[src/design/scr_pkg.sv]
// Shared constants and types for the serial control register block
package scr_pkg;

	// ------------------------------------------------------------
	// Register map (byte addresses, 32-bit words)
	// ------------------------------------------------------------
	localparam logic [7:0] ADDR_CTRL  = 8'h00;
	localparam logic [7:0] ADDR_CTRL2 = 8'h04;
	localparam logic [7:0] ADDR_STAT  = 8'h08;

	// ------------------------------------------------------------
	// Main and second control word field positions
	// ------------------------------------------------------------
	localparam int POS_FRAMED_EN   = 31;
	localparam int POS_FRAME_SYNC_SIGNAL_DIR   = 30;
	localparam int POS_FRAME_POL   = 29;
	localparam int POS_AUTO_SEL    = 28;
	localparam int POS_PULSE_WIDTH = 27;
	localparam int POS_PULSE_CNT   = 24;
	localparam int POS_BAUD_SRC    = 23;
	localparam int POS_EDGE_SEL    = 17;
	localparam int POS_DEEP_BUF    = 16;
	localparam int POS_MODULE_ON   = 15;
	localparam int POS_IDLE_STOP   = 13;
	localparam int POS_OUT_DIS     = 12;
	localparam int POS_SIZE_HIGH   = 11;
	localparam int POS_SIZE_LOW    = 10;
	localparam int POS_SAMPLE_PH   = 9;
	localparam int POS_CLK_EDGE    = 8;
	localparam int POS_SEL_USE     = 7;
	localparam int POS_CLK_POL     = 6;
	localparam int POS_MASTER      = 5;
	localparam int POS_IN_DIS      = 4;
	localparam int POS_TX_MODE     = 2;
	localparam int POS_RX_MODE     = 0;
	localparam int POS_AUDIO_EN    = 7;

	// Writable bits; all others read as zero
	localparam logic [31:0] CTRL_MASK  = 32'hff83_bfff;
	localparam logic [31:0] CTRL_RESET = 32'h0000_0000;
	localparam logic [31:0] LOCK_MASK  = 32'h0081_0000;
	localparam logic [31:0] CTRL2_MASK = 32'h0000_0080;

	// ------------------------------------------------------------
	// Encodings
	// ------------------------------------------------------------
	localparam logic [2:0] PULSE_CNT_MAX = 3'h5;
	localparam logic [5:0] BITS_8  = 6'h08;
	localparam logic [5:0] BITS_16 = 6'h10;
	localparam logic [5:0] BITS_24 = 6'h18;
	localparam logic [6:0] BITS_32 = 7'h20;
	localparam logic [6:0] BITS_64 = 7'h40;

	typedef enum logic [1:0] {
		IRQ_DONE,
		IRQ_EMPTY_OR_ANY,
		IRQ_HALF,
		IRQ_EDGE
	} scr_irq_mode_e;

	// Decoded control word as seen by the serial engine
	typedef struct packed {
		logic       framed_mode_enable;
		logic       frame_sync_direction;
		logic       frame_polarity;
		logic       master_auto_select;
		logic       frame_pulse_width;
		logic [2:0] frame_pulse_count;
		logic       baud_clock_source;
		logic       frame_edge_select;
		logic       deep_buffer_enable;
		logic       module_on;
		logic       idle_stop;
		logic       serial_out_disable;
		logic       word_size_high;
		logic       word_size_low;
		logic       input_sample_phase;
		logic       clock_edge;
		logic       slave_select_use;
		logic       clock_idle_polarity;
		logic       master_select;
		logic       serial_in_disable;
		logic [1:0] tx_irq_mode;
		logic [1:0] rx_irq_mode;
	} scr_ctrl_s;

	// Serial engine timing strobes, all on pclk
	typedef struct packed {
		logic bit_tick;
		logic char_lead;
		logic char_start;
		logic char_end;
		logic xfer_active;
		logic shift_empty;
	} scr_engine_s;

endpackage

[src/design/scr_ctrl.sv]
// Serial control register block: APB registers and decoded serial behaviour
//
// Notes on behaviour
// - Framed enable turns select pin into sync.
// - Sync direction set means input, clear output.
// - Frame polarity sets select/sync active level.
// - Auto select drives pin during master transfers.
// - Pulse width and lead/coincident edge selection.
// - Pulse count code gives characters per pulse.
// - Baud source picks reference or bus clock.
// - Source and buffer bits locked while on.
// - Deep buffer bit enables multi-entry buffering.
// - Module-on bit enables the peripheral.
// - Idle stop halts block during processor idle.
// - Pin disables release data pins to port.
// - Audio size codes select data/channel/frame sizes.
// - Normal size codes give 32/16/8 bit words.
// - Master sample phase end or middle; slave middle.
// - Edge bit picks output change transition, except when framed.
// - Clock polarity; audio forces idle high.
// - Slave honours active-low select when enabled.
// - Master bit selects master or slave role.
// - Transmit request threshold by mode field.
// - Receive request threshold by mode field.
// - Audio enable selects codec protocol operation.
`timescale 1ns/100ps
module scr_ctrl #(
	parameter int DEPTH = 8
) (
	// Clock and reset
	input  wire logic                 pclk,
	input  wire logic                 presetn,
	// APB slave
	input  wire logic                 psel,
	input  wire logic                 penable,
	input  wire logic                 pwrite,
	input  wire logic [7:0]           paddr,
	input  wire logic [31:0]          pwdata,
	output logic [31:0]               prdata,
	output logic                      pready,
	output logic                      pslverr,
	// System state
	input  wire logic                 cpu_idle,
	// Serial engine interface
	input  wire scr_pkg::scr_engine_s eng,
	input  wire logic [$clog2(DEPTH+1)-1:0] tx_count,
	input  wire logic [$clog2(DEPTH+1)-1:0] rx_count,
	output scr_pkg::scr_ctrl_s        ctrl,
	output logic                      run_enable,
	output logic                      audio_mode,
	output logic [5:0]                data_bits,
	output logic [6:0]                channel_bits,
	output logic [6:0]                frame_bits,
	output logic                      sclk_idle_level,
	output logic                      shift_on_idle_edge,
	output logic                      sample_at_end,
	output logic                      slave_selected,
	output logic                      frame_sync_seen,
	output logic                      tx_req,
	output logic                      rx_req,
	// Pin ownership
	output logic                      serial_out_owned,
	output logic                      serial_in_owned,
	// Select pin
	input  wire logic                 select_pin_in,
	output logic                      select_pin_out,
	output logic                      select_pin_oe
);

	// ------------------------------------------------------------
	// Registers
	// ------------------------------------------------------------
	logic [31:0] ctrl_reg;
	logic [31:0] ctrl_next;
	logic        audio_reg;
	logic [31:0] rdata_reg;
	logic        sel_meta_reg;
	logic        sel_sync_reg;
	logic        sel_last_reg;
	logic        frame_sync_signal_pulse;
	logic        frame_sync_signal_gen_en;
	logic        wr_access;
	logic        rd_setup;
	logic        addr_ok;
	logic [31:0] stat_word;
	logic        sel_active_in;

	// The threshold decode needs a half level distinct from empty
	if (DEPTH < 2) begin : g_depth_check
		$error("DEPTH must be at least 2");
	end

	assign wr_access = psel && penable && pwrite;
	assign rd_setup  = psel && !penable && !pwrite;
	assign addr_ok   = (paddr == scr_pkg::ADDR_CTRL) || (paddr == scr_pkg::ADDR_CTRL2) ||
		(paddr == scr_pkg::ADDR_STAT);

	// Zero wait states; unmapped addresses answer with an error
	assign pready  = 1'b1;
	assign pslverr = psel && penable && !addr_ok;

	// Locked bits keep their value while the module is on
	always_comb begin
		ctrl_next = ctrl_reg;
		if (ctrl_reg[scr_pkg::POS_MODULE_ON]) begin
			ctrl_next = (pwdata & scr_pkg::CTRL_MASK & ~scr_pkg::LOCK_MASK) |
				(ctrl_reg & scr_pkg::LOCK_MASK);
		end else begin
			ctrl_next = pwdata & scr_pkg::CTRL_MASK;
		end
	end

	always_ff @(posedge pclk or negedge presetn) begin
		if (!presetn) begin
			ctrl_reg <= scr_pkg::CTRL_RESET;
		end else if (wr_access && paddr == scr_pkg::ADDR_CTRL) begin
			ctrl_reg <= ctrl_next;
		end
	end

	// Audio enable shares the lock of the module-on bit
	always_ff @(posedge pclk or negedge presetn) begin
		if (!presetn) begin
			audio_reg <= 1'b0;
		end else if (wr_access && paddr == scr_pkg::ADDR_CTRL2 &&
				!ctrl_reg[scr_pkg::POS_MODULE_ON]) begin
			audio_reg <= pwdata[scr_pkg::POS_AUDIO_EN];
		end
	end

	assign stat_word = {24'h00_0000, frame_sync_seen, slave_selected, eng.shift_empty,
		eng.xfer_active, rx_req, tx_req, ctrl_reg[scr_pkg::POS_MODULE_ON], run_enable};

	// Read data captured in the setup phase so it comes from a flip-flop
	always_ff @(posedge pclk or negedge presetn) begin
		if (!presetn) begin
			rdata_reg <= 32'h0000_0000;
		end else if (rd_setup) begin
			case (paddr)
				scr_pkg::ADDR_CTRL:  rdata_reg <= ctrl_reg;
				scr_pkg::ADDR_CTRL2: rdata_reg <= {24'h00_0000, audio_reg, 7'h00};
				scr_pkg::ADDR_STAT:  rdata_reg <= stat_word;
				default:             rdata_reg <= 32'h0000_0000;
			endcase
		end
	end

	assign prdata = rdata_reg;

	// ------------------------------------------------------------
	// Decoded configuration
	// ------------------------------------------------------------
	// Baud source and deep buffer travel to the engine inside this word
	assign ctrl = scr_pkg::scr_ctrl_s'({ctrl_reg[31:23], ctrl_reg[17:15],
		ctrl_reg[13:0]});
	assign audio_mode = audio_reg;

	// Idle stop freezes activity while the processor idles
	assign run_enable = ctrl.module_on && !(ctrl.idle_stop && cpu_idle);

	always_comb begin
		data_bits    = scr_pkg::BITS_8;
		channel_bits = 7'(scr_pkg::BITS_16);
		frame_bits   = scr_pkg::BITS_32;
		if (audio_reg) begin
			case ({ctrl.word_size_high, ctrl.word_size_low})
				2'b11: begin
					data_bits    = scr_pkg::BITS_24;
					channel_bits = scr_pkg::BITS_32;
					frame_bits   = scr_pkg::BITS_64;
				end
				2'b10: begin
					data_bits    = 6'(scr_pkg::BITS_32);
					channel_bits = scr_pkg::BITS_32;
					frame_bits   = scr_pkg::BITS_64;
				end
				2'b01: begin
					data_bits    = scr_pkg::BITS_16;
					channel_bits = scr_pkg::BITS_32;
					frame_bits   = scr_pkg::BITS_64;
				end
				default: begin
					data_bits    = scr_pkg::BITS_16;
					channel_bits = 7'(scr_pkg::BITS_16);
					frame_bits   = scr_pkg::BITS_32;
				end
			endcase
		end else begin
			if (ctrl.word_size_high) begin
				data_bits = 6'(scr_pkg::BITS_32);
			end else if (ctrl.word_size_low) begin
				data_bits = scr_pkg::BITS_16;
			end else begin
				data_bits = scr_pkg::BITS_8;
			end
			channel_bits = 7'(data_bits);
			frame_bits   = 7'(data_bits);
		end
	end

	// Audio forces idle-high clock regardless of the stored bit
	assign sclk_idle_level    = audio_reg | ctrl.clock_idle_polarity;
	// Edge choice is meaningless when framed, so it is masked there
	assign shift_on_idle_edge = ctrl.clock_edge && !ctrl.framed_mode_enable;
	assign sample_at_end      = ctrl.master_select && ctrl.input_sample_phase;

	assign serial_out_owned = ctrl.module_on && !ctrl.serial_out_disable;
	assign serial_in_owned  = ctrl.module_on && !ctrl.serial_in_disable;

	// ------------------------------------------------------------
	// Select pin
	// ------------------------------------------------------------
	always_ff @(posedge pclk or negedge presetn) begin
		if (!presetn) begin
			// Idle level of the active-low pin, so no false edge follows reset
			sel_meta_reg <= 1'b1;
			sel_sync_reg <= 1'b1;
		end else begin
			sel_meta_reg <= select_pin_in;
			sel_sync_reg <= sel_meta_reg;
		end
	end

	assign frame_sync_signal_gen_en = run_enable && ctrl.framed_mode_enable && !ctrl.frame_sync_direction;

	scr_frame_gen u_frame_gen (
		.pclk        (pclk),
		.presetn     (presetn),
		.enable      (frame_sync_signal_gen_en),
		.pulse_width (ctrl.frame_pulse_width),
		.edge_select (ctrl.frame_edge_select),
		.pulse_count (ctrl.frame_pulse_count),
		.eng         (eng),
		.pulse       (frame_sync_signal_pulse)
	);

	// Pin level through the polarity bit, active high internally
	assign sel_active_in = ctrl.frame_polarity ? sel_sync_reg : !sel_sync_reg;

	always_comb begin
		select_pin_oe  = 1'b0;
		select_pin_out = !ctrl.frame_polarity;
		if (ctrl.module_on && ctrl.framed_mode_enable) begin
			if (!ctrl.frame_sync_direction) begin
				select_pin_oe  = 1'b1;
				select_pin_out = frame_sync_signal_pulse ~^ ctrl.frame_polarity;
			end
		end else if (ctrl.module_on && ctrl.master_select && ctrl.master_auto_select) begin
			select_pin_oe  = 1'b1;
			select_pin_out = eng.xfer_active ~^ ctrl.frame_polarity;
		end
	end

	// Slave select is active low; unused pin means always selected
	assign slave_selected = !ctrl.master_select &&
		(!ctrl.slave_select_use || !sel_sync_reg);

	always_ff @(posedge pclk or negedge presetn) begin
		if (!presetn) begin
			sel_last_reg <= 1'b0;
		end else begin
			sel_last_reg <= sel_active_in;
		end
	end

	assign frame_sync_seen = ctrl.module_on && ctrl.framed_mode_enable &&
		ctrl.frame_sync_direction && sel_active_in && !sel_last_reg;

	// ------------------------------------------------------------
	// Interrupt requests
	// ------------------------------------------------------------
	scr_irq_level #(
		.DEPTH (DEPTH)
	) u_irq_level (
		.tx_mode     (ctrl.tx_irq_mode),
		.rx_mode     (ctrl.rx_irq_mode),
		.tx_count    (tx_count),
		.rx_count    (rx_count),
		.shift_empty (eng.shift_empty),
		.tx_req      (tx_req),
		.rx_req      (rx_req)
	);
endmodule

[src/design/scr_frame_gen.sv]
// Frame sync pulse generator: character counting and pulse shaping
`timescale 1ns/100ps
module scr_frame_gen (
	// Clock and reset
	input  wire logic               pclk,
	input  wire logic               presetn,
	// Control
	input  wire logic               enable,
	input  wire logic               pulse_width,
	input  wire logic               edge_select,
	input  wire logic [2:0]         pulse_count,
	// Engine strobes
	input  wire scr_pkg::scr_engine_s eng,
	// Pulse out, active high
	output logic                    pulse
);

	logic [4:0] char_cnt_reg;
	logic [4:0] char_lim;
	logic       fire;

	// Reserved counts fall back to one character per pulse
	assign char_lim = (pulse_count > scr_pkg::PULSE_CNT_MAX) ? 5'h00 :
		5'((6'h01 << pulse_count) - 6'h01);
	assign fire = (char_cnt_reg == 5'h00) &&
		(edge_select ? eng.char_start : eng.char_lead);

	always_ff @(posedge pclk or negedge presetn) begin
		if (!presetn) begin
			char_cnt_reg <= 5'h00;
		end else if (!enable) begin
			char_cnt_reg <= 5'h00;
		end else if (eng.char_end) begin
			char_cnt_reg <= (char_cnt_reg >= char_lim) ? 5'h00 : char_cnt_reg + 5'h01;
		end
	end

	always_ff @(posedge pclk or negedge presetn) begin
		if (!presetn) begin
			pulse <= 1'b0;
		end else if (!enable) begin
			pulse <= 1'b0;
		end else if (fire) begin
			pulse <= 1'b1;
		end else if (pulse_width ? eng.char_end : eng.bit_tick) begin
			pulse <= 1'b0;
		end
	end

endmodule

[src/design/scr_irq_level.sv]
// Buffer threshold decode for transmit and receive interrupt requests
`timescale 1ns/100ps
module scr_irq_level #(
	parameter int DEPTH = 8
) (
	// Modes
	input  wire logic [1:0]           tx_mode,
	input  wire logic [1:0]           rx_mode,
	// Buffer state
	input  wire logic [$clog2(DEPTH+1)-1:0] tx_count,
	input  wire logic [$clog2(DEPTH+1)-1:0] rx_count,
	input  wire logic                 shift_empty,
	// Requests
	output logic                      tx_req,
	output logic                      rx_req
);

	localparam int CW = $clog2(DEPTH + 1);
	localparam logic [CW-1:0] FULL = CW'(DEPTH);
	localparam logic [CW-1:0] HALF = CW'(DEPTH / 2);

	if (DEPTH < 2) begin : g_depth_check
		$error("DEPTH must be at least 2");
	end

	always_comb begin
		case (scr_pkg::scr_irq_mode_e'(tx_mode))
			scr_pkg::IRQ_EDGE:         tx_req = tx_count < FULL;
			scr_pkg::IRQ_HALF:         tx_req = tx_count <= HALF;
			scr_pkg::IRQ_EMPTY_OR_ANY: tx_req = tx_count == '0;
			default:                   tx_req = (tx_count == '0) && shift_empty;
		endcase
		case (scr_pkg::scr_irq_mode_e'(rx_mode))
			scr_pkg::IRQ_EDGE:         rx_req = rx_count == FULL;
			scr_pkg::IRQ_HALF:         rx_req = rx_count >= HALF;
			scr_pkg::IRQ_EMPTY_OR_ANY: rx_req = rx_count != '0;
			default:                   rx_req = rx_count == '0;
		endcase
	end

endmodule

[config.mk]
export PLATFORM = sky130hd
export DESIGN_NAME = scr_ctrl
export DESIGN_NICKNAME = d
export VERILOG_FILES = /design/src/design/scr_pkg.sv /design/src/design/scr_ctrl.sv /design/src/design/scr_frame_gen.sv /design/src/design/scr_irq_level.sv
export SDC_FILE = /design/constraint.sdc
export NUM_CORES = 1
export LEC_CHECK = 0
export BUFFER_PORTS_ARGS = -buffer_cell sky130_fd_sc_hd__buf_4
export CORE_ASPECT_RATIO = 0.75
export CORE_MARGIN = 2
export CORE_UTILIZATION = 47
export DETAILED_ROUTE_END_ITERATION = 8
export GPL_TIMING_DRIVEN = 0
export HOLD_SLACK_MARGIN = 0.15
export PLACE_DENSITY = 0.85
export SYNTH_ARGS = -nofsm -noshare
export SYNTH_HDL_FRONTEND = slang
export SYNTH_HIERARCHICAL = 1
export SYNTH_SLANG_ARGS = --single-unit
[constraint.sdc]
create_clock -name pclk -period 3.04 [get_ports pclk]
set_clock_uncertainty 0.05 [all_clocks]
set_input_delay 0.608 -clock pclk [delete_from_list [all_inputs] [get_ports pclk]]
set_output_delay 0.608 -clock pclk [all_outputs]
set_load 0.03 [all_outputs]
==> flow_summary.toml, run 1 <==
[timing]
hold_ws_ns = 0.302
setup_violations = 0
post-route-period-util = 0.841
worst_slack_ns = 0.483
finalCriticalPeriod_ns = 2.56
hold_viol = 0
slew_viol_final = 0
rsz0062_at_grt = "false"
fmax_mhz = 391
fin_tns_setup_ns = 0
tightestPinTransition_ns = 0.797
relSlewSlack = 0.469

[power]
switching_power_uw = 453
total_power_uw = 1950
p_leak_uw = 0.00237
p_int_uw = 1500
pwr-share-seq = 0.431
swShare = 0.232
power_frac_clock = 0.456
power_density_nw_per_um2 = 423
p_comb_frac = 0.113
irDropWorstVdd_mv = 0.241

[floorplan]
ios = 154
design.core.area_um2 = 6730
die_y_um = 75.8
rows = 26
dieWidth_um = 99.7
die_area_um2 = 7560
start_util = 0.480

[drt]
routed_via_density = 5.14
routed_wl_mm = 8.73
wl_per_cell_um = 16.4
final_antenna_net_count = 0
drc_errors = 0
drtIter0Drc = 104
num_vias = 2729
first_pass_iters = 4

[global_route]
antenna_found_initial = 0
grt_pass1_wl_mm = 13.3
grt_max_degree = 63
grt_pass1_vias = 2629
grt_use_total = 0.232
grt.overflow.total = 0

[finish]
area_delta_synth_final_pct = 42.6
antenna_cells = 0
multi_input_area_um2 = 1510
mostFrequentLayoutCells = "buf_4, dfrtp_1, mux2_2, nand2_1, a22o_1"
fillCellCount = 515
fin_nets = 515
final_layout_size_suffix_gt1_frac = 0.465
fin_cells = 531
final_common_cell = "buf_4"
regArea_um2 = 1550

[setup_path]
worst-path-stages = 10
setup.worst_path.end_class = "register"
start_kind = "register"
ff2ff_path_depth = 10
path_delay_family = "compound AO/OA/AOI/OAI gates"
crit_fanout = 7
critPathLaunch = "ctrl_reg[25]"
crit_top_cell = "a31oi_1"
crit_required_ns = 3.23
timing.rr.start = "ctrl_reg[25]"
crit_slowest_cell = "dfrtp_1"
arrival_ns = 2.75
slowest_delay_ns = 0.49
cp_cell_sequence = "inv_1 -> or3_1 -> xor2_1 -> nand2b_1 -> ha_1 -> a21oi_2 -> o21ai_2 -> a31oi_4 -> a31oi_1 -> a31oi_1"
worst-setup-path-type = "register to register"
path_buf_inv = 1

[clocking]
cts_tree = "built"
cts_setup_buffers = 0
cts_root_buffer = "clkbuf_8"
h-tree-depth = 3
clkTransAtPathRegs_ns = 0.08
clockBufferDepth = 2
cts_resized = 0
clkSinkCount = 62
postCtsHoldBufs = 0
cts_buffers = 9
clock_latency_ns = 0.33

[logic_synthesis]
synth_adder_area_share = 0.0496
syn_area_um2 = 3230
synth_xor_area_frac = 0.0136
synthArstFlopShare = 1.00
ys.flop_type = "dfrtp_1"
ys_types = 54
postSynthAreaPerCell_um2 = 11.3
synth.area.mux_share = 0.128
synth_edf_count = 0
ys_warn_count = 6
synthSimpleGateAreaFrac = 0.139
synth_seq_cells = 62
synth_top_family_by_area = "simple AND/OR/NAND/NOR gates"
yosysSeqAreaShare = 0.481
synth-compound-area-share = 0.117
synth_cells = 286

[worst_hold_path]
hp-class = "input pin to async pin"

[run_status]
status = "finished, final reports clean"

[placement]
place.gp.congestion = 0.783
port_buffers = 130
post-place-ws_ns = 0.560
dp_hpwl_mm = 6.46
dp_cells = 515

[job]
maxCapViolCount = 0
## worst register-to-register path, cell delays in order (launching register included)
cell and delay, ns:
dfrtp_1 0.49, inv_1 0.14, or3_1 0.40, xor2_1 0.15, nand2b_1 0.09, ha_1 0.32, a21oi_2 0.17, o21ai_2 0.10
a31oi_4 0.28, a31oi_1 0.12, a31oi_1 0.17
## final cells by class
class                      instances  share of cell area
clock buffer                      12              0.0315
tap                               84              0.0228
multi-input combinational        200               0.327
clock inverter                     4              0.0206
sequential                        62               0.337
timing repair buffer             130               0.212
inverter                           9             0.00733
buffer                            30              0.0415
## routing by layer
| metal | part of all wire | up-vias | GRT usage |
|---|---|---|---|
| met5 | 0 | - | 0 |
| met4 | 0.0081 | 0 | 0.0578 |
| met3 | 0.060 | 8 | 0.0569 |
| met2 | 0.50 | 107 | 0.407 |
| met1 | 0.44 | 1313 | 0.296 |
| li1 | - | 1301 | - |
## per-stage QoR
| stage | instance area, µm² | utilization |
|---|---|---|
| detailed placement | 4370 | 0.649 |
| global route | 4610 | 0.684 |
| global placement | 4370 | 0.649 |
| floorplan | 3290 | - |
| finish | 4610 | 0.684 |
| CTS | 4610 | 0.684 |
## kinds of logic (layout without fill, tap and decap cells)
| group | count (synthesis) | count (layout) |
|---|---|---|
| other | 2 | 17 |
| muxes | 37 | 37 |
| DFF | 62 | 62 |
| AOI/OAI and AO/OA | 52 | 52 |
| adders and majority gates | 13 | 13 |
| and+or+nand+nor | 76 | 76 |
| xor gates and xnor gates | 5 | 5 |
| buffers and inverters | 39 | 185 |
## final timing paths
| check | endpoint | slack [ns] |
|---|---|---|
| setup reg to reg | u_frame_gen/char_cnt_reg[4] | 0.48 |
| hold reg to reg | sel_sync_reg | 0.31 |
| max in group asynchronous | prdata[4] | 2.13 |
| min in group pclk | sel_sync_reg | 0.31 |
| setup / recovery | u_frame_gen/char_cnt_reg[4] | 0.48 |
| hold / removal | prdata[23] | 0.30 |
## power by group through the flow
stage                     logic, µW  clock network, µW  registers [µW]
after global placement          214                  0             856
final                           220                889             841
after CTS                       220                898             841
after detailed placement        219                  0             857
after global routing            237                932             842
after floorplan                 102                  0             866
## cell usage after synthesis (all sizes together) (2+ instances only)
cell,instances,area [µm²]
a31oi,7,58.8
and3,2,12.5
nor2b,7,46.3
nand3b,2,15.0
nor4,2,27.5
nor3b,3,22.5
inv,9,33.8
a21oi,6,33.8
or2,3,18.8
a22o,19,166
conb,2,7.51
mux2i,9,90.1
clkbuf,7,26.3
nand2b,8,50.1
o21ai,15,78.8
and2,3,18.8
xnor2,3,26.3
nor3,6,41.3
buf,23,165
ha,12,150
dfrtp,60,1500
xor2,2,17.5
nor2,7,28.8
dfstp,2,52.6
mux2,28,323
nand3,3,15.0
nand2,22,85.1
No activity file was read; power rests on OpenSTA's default activity.
==> run 2: changes to the inputs <==
==> constraint.sdc (replaced) <==
create_clock -name pclk -period 2.6 [get_ports pclk]
set_clock_uncertainty 0.05 [all_clocks]
set_input_delay 0.52 -clock pclk [delete_from_list [all_inputs] [get_ports pclk]]
set_output_delay 0.52 -clock pclk [all_outputs]
set_load 0.03 [all_outputs]
==> run 2 against run 1 <==
  * Global-route usage shrank 1.2 points
  * Register-to-register slack got worse by 0.32 ns
  * Fmax increased by 5.1%
  * Critical path depth unchanged
  * Combinational power rose by 16%
  * Utilization fell by 0.074 points
  * Clock power is 10% higher
  * Setup slack lost 0.32 ns
  * Via count decreased by 1.6%
  * Critical path type unchanged
  * Critical endpoint is now u_frame_gen/char_cnt_reg[2]
==> flow_summary.toml, run 2 (synthesis gave the netlist of run 1 again) <==
[power]
irDropWorstVdd_mv = 0.406
power_density_nw_per_um2 = 482
p_leak_uw = 0.00237

[placement]
place.gp.congestion = 0.858
dp_hpwl_mm = 6.29
port_buffers = 130
post-place-ws_ns = 0.132

[clocking]
clockBufferDepth = 2
h-tree-depth = 3
cts_setup_buffers = 0
clock_latency_ns = 0.32
cts_root_buffer = "clkbuf_8"
clkSinkCount = 62
cts_tree = "built"
cts_buffers = 9
clkTransAtPathRegs_ns = 0.07

[global_route]
grt.overflow.total = 0
grt_use_total = 0.220
grt_max_degree = 63
grt_pass1_vias = 2635
antenna_found_initial = 0
grt_pass1_wl_mm = 12.8

[finish]
area_delta_synth_final_pct = 42.5
final_common_cell = "buf_4"
mostFrequentLayoutCells = "buf_4, dfrtp_1, mux2_2, nand2_1, a22o_1"
fin_nets = 515
antenna_cells = 0
final_layout_size_suffix_gt1_frac = 0.470

[floorplan]
start_util = 0.480
die_area_um2 = 7560
rows = 26
dieWidth_um = 99.7
design.core.area_um2 = 6730
die_y_um = 75.8
ios = 154

[timing]
tightestPinTransition_ns = 0.778
worst_slack_ns = 0.167
fmax_mhz = 411
rsz0062_at_grt = "false"
fin_tns_setup_ns = 0
relSlewSlack = 0.481
slew_viol_final = 0
hold_viol = 0
post-route-period-util = 0.936
setup_violations = 0
finalCriticalPeriod_ns = 2.43

[drt]
final_antenna_net_count = 0
routed_via_density = 5.05
wl_per_cell_um = 15.5
drc_errors = 0
num_vias = 2684
first_pass_iters = 4
drtIter0Drc = 110
routed_wl_mm = 8.25

[setup_path]
crit_required_ns = 2.80
regToRegSetupSlack_ns = 0.17
arrival_ns = 2.63
crit_fanout = 7
setup.worst_path.end_class = "register"
start_kind = "register"
worst-setup-path-type = "register to register"

[job]
maxCapViolCount = 0

[run_status]
status = "finished, final reports clean"

[worst_hold_path]
hp-class = "input pin to async pin"
-- run 2: critical path: stages (launching register included) --
cell      delay (ns)
dfrtp_2         0.44
inv_1           0.11
or3_1           0.39
xor2_1          0.15
nand2b_1        0.10
ha_1            0.32
a21oi_2         0.15
o21ai_2         0.09
a31oi_4         0.28
a31oi_1         0.12
a31oi_1         0.16
-- run 2: worst paths after layout --
| kind | start | end | depth (start not counted) |
|---|---|---|---|
| worst max-delay path | ctrl_reg[25] | u_frame_gen/char_cnt_reg[2] | 10 |
| worst min-delay path | presetn | prdata[16] | 1 |
| worst max register to register | ctrl_reg[25] | u_frame_gen/char_cnt_reg[2] | 10 |
| worst min register to register | sel_meta_reg | sel_sync_reg | 0 |
| max in group asynchronous | presetn | ctrl_reg[25] | 1 |
| min in group pclk | select_pin_in | sel_meta_reg | 1 |
-- run 2: area by class of cell --
class                   count  area (µm²)
multi-input cells         200        1510
well taps                  84         105
fillers                   500        2130
clock inverters             3        65.1
plain buffers              30         191
inverters                   9        33.8
repair buffers            130         976
clock buffers              13         169
flip-flops and latches     62        1560
-- run 2: stage by stage --
step / total power [µW] / instance area (µm²) / hold slack [ns] / cells / utilization
5_1_grt: 2290 / 4600 / 0.241 / 531 / 0.684
6_report: 2220 / 4600 / 0.224 / 531 / 0.684
2_1_floorplan: 1130 / 3290 / 0.174 / 301 / -
3_5_place_dp: 1260 / 4370 / 0.298 / 515 / 0.649
3_3_place_gp: 1250 / 4370 / 0.296 / 515 / 0.649
4_1_cts: 2230 / 4600 / 0.238 / 531 / 0.683
-- run 2: what timing repair did --
action                                 4_1_cts  5_1_grt
setup endpoints to repair                    0        4
endpoints found under the hold margin        0        0
hold buffers                                 0        0
gates resized for setup                      0        1
-- run 2: metal layers --
metal	global-route usage	share of wire
met1	0.285	0.44
met2	0.383	0.50
met3	0.0468	0.059
met4	0.0624	0.0048
met5	0	0
-- run 2: power by group --
part / leakage (µW) / switching (µW) / internal (µW)
clock network: 0.000120 / 362 / 618
registers: 0.000854 / 9.35 / 974
logic: 0.00140 / 141 / 114
total: 0.00237 / 512 / 1710
==> run 3: changes to the inputs <==
--- a/config.mk
+++ b/config.mk
@@ -12,7 +12,7 @@
 export DETAILED_ROUTE_END_ITERATION = 8
 export GPL_TIMING_DRIVEN = 0
 export HOLD_SLACK_MARGIN = 0.15
-export PLACE_DENSITY = 0.85
+export PLACE_DENSITY_LB_ADDON = 0.15
 export SYNTH_ARGS = -nofsm -noshare
 export SYNTH_HDL_FRONTEND = slang
 export SYNTH_HIERARCHICAL = 1
==> run 3 against run 2 <==
  * Sequential share of layout area rose by 0.33 points
  * Fmax grew 0.27%
  * Cell count decreased by 0.19%
  * Utilization fell by 0.67 points
  * Final area shrank 0.98%
  * Global-route usage rose by 0.13 points
  * Non-clock buffer count unchanged
==> flow_summary.toml, run 3 (synthesis gave the netlist of run 1 again) <==
[setup_path]
crit_fanout = 7
timing.rr.start = "ctrl_reg[25]"
start_kind = "register"
crit_required_ns = 2.79
arrival_ns = 2.62
worst-setup-path-type = "register to register"
ff2ff_path_depth = 10
regToRegSetupSlack_ns = 0.17
setup.worst_path.end_class = "register"
r2r-end = "u_frame_gen/char_cnt_reg[2]"
critPathLaunch = "ctrl_reg[25]"

[global_route]
grt_pass1_vias = 2505
grt_max_degree = 63
grt.overflow.total = 0
grt_pass1_wl_mm = 12.7
antenna_found_initial = 0
grt_use_total = 0.222

[drt]
routed_wl_mm = 8.13
wl_per_cell_um = 15.3
final_antenna_net_count = 0
num_vias = 2680
routed_via_density = 5.06
drtIter0Drc = 73
drc_errors = 0
first_pass_iters = 4

[clocking]
cts_root_buffer = "clkbuf_8"
clkTransAtPathRegs_ns = 0.07
cts_tree = "built"
clock_latency_ns = 0.34
clockBufferDepth = 2
h-tree-depth = 3
cts_buffers = 9
clkSinkCount = 62
cts_setup_buffers = 0
cts_resized = 0
postCtsHoldBufs = 0

[floorplan]
design.core.area_um2 = 6730
start_util = 0.480
die_area_um2 = 7560
dieWidth_um = 99.7
die_y_um = 75.8
ios = 154
rows = 26

[timing]
hold_viol = 0
slew_viol_final = 0
setup_violations = 0
relSlewSlack = 0.482
fin_tns_setup_ns = 0
post-route-period-util = 0.933
rsz0062_at_grt = "false"
fmax_mhz = 412
tightestPinTransition_ns = 0.777
finalCriticalPeriod_ns = 2.43

[placement]
place.gp.congestion = 0.752
port_buffers = 130
dp_hpwl_mm = 6.13

[finish]
antenna_cells = 0
multi_input_area_um2 = 1510
regArea_um2 = 1560
fin_nets = 515
area_delta_synth_final_pct = 41.1
final_common_cell = "buf_4"
fillCellCount = 519
final_layout_size_suffix_gt1_frac = 0.469
mostFrequentLayoutCells = "buf_4, dfrtp_1, mux2_2, nand2_1, a22o_1"

[power]
total_power_uw = 2070
p_leak_uw = 0.00235
power_density_nw_per_um2 = 453
irDropWorstVdd_mv = 0.287

[job]
maxCapViolCount = 0

[run_status]
status = "finished, final reports clean"

[worst_hold_path]
hp-class = "input pin to async pin"
==> run 3: worst max path at each step <==
stage | slack (ns) | end
after CTS | 0.10 | u_frame_gen/char_cnt_reg[2]
after detailed placement | 0.12 | u_frame_gen/char_cnt_reg[2]
after global placement | 0.23 | u_frame_gen/char_cnt_reg[3]
after floorplan | 0.13 | frame_sync_seen
final | 0.17 | u_frame_gen/char_cnt_reg[2]
after global routing | 0.02 | u_frame_gen/char_cnt_reg[2]
==> run 3: final cells by class <==
type                       instances  share of cell area
sequential                        62               0.341
multi-input combinational        200               0.331
timing repair buffer             130               0.214
buffer                            30              0.0420
clock buffer                      11              0.0310
tap                               84              0.0231
clock inverter                     4              0.0104
inverter                           9             0.00741
==> run 3: metal layers <==
| metal | GRT usage | routed length (µm) |
|---|---|---|
| met1 | 0.297 | 3710 |
| met2 | 0.348 | 3710 |
| met3 | 0.0752 | 608 |
| met4 | 0.0654 | 104 |
| met5 | 0 | 0 |
==> run 3: per-stage QoR <==
step           worst slack, ns  utilization  instances  instance area, µm²  hold slack [ns]
3_3_place_gp             0.232        0.649        515                4370            0.297
2_1_floorplan            0.127            -        301                3290            0.174
3_5_place_dp             0.119        0.649        515                4370            0.303
6_report                 0.173        0.677        530                4560            0.220
4_1_cts                  0.103        0.677        530                4560            0.222
5_1_grt                 0.0219        0.677        530                4560            0.214
==> run 3: power breakdown <==
| group | leakage (µW) | switching (µW) | internal, µW |
|---|---|---|---|
| registers | 0.000854 | 9.56 | 975 |
| logic | 0.00140 | 140 | 114 |
| clock network | 0.0000952 | 368 | 460 |
==> run 3: critical path, cell delays in order, from the launching register on <==
cell and delay [ns]:
dfrtp_2 0.43, inv_1 0.11, or3_1 0.39, xor2_1 0.16, nand2b_1 0.09, ha_1 0.30
a21oi_2 0.14, o21ai_2 0.08, a31oi_4 0.27, a31oi_1 0.13, a31oi_1 0.19
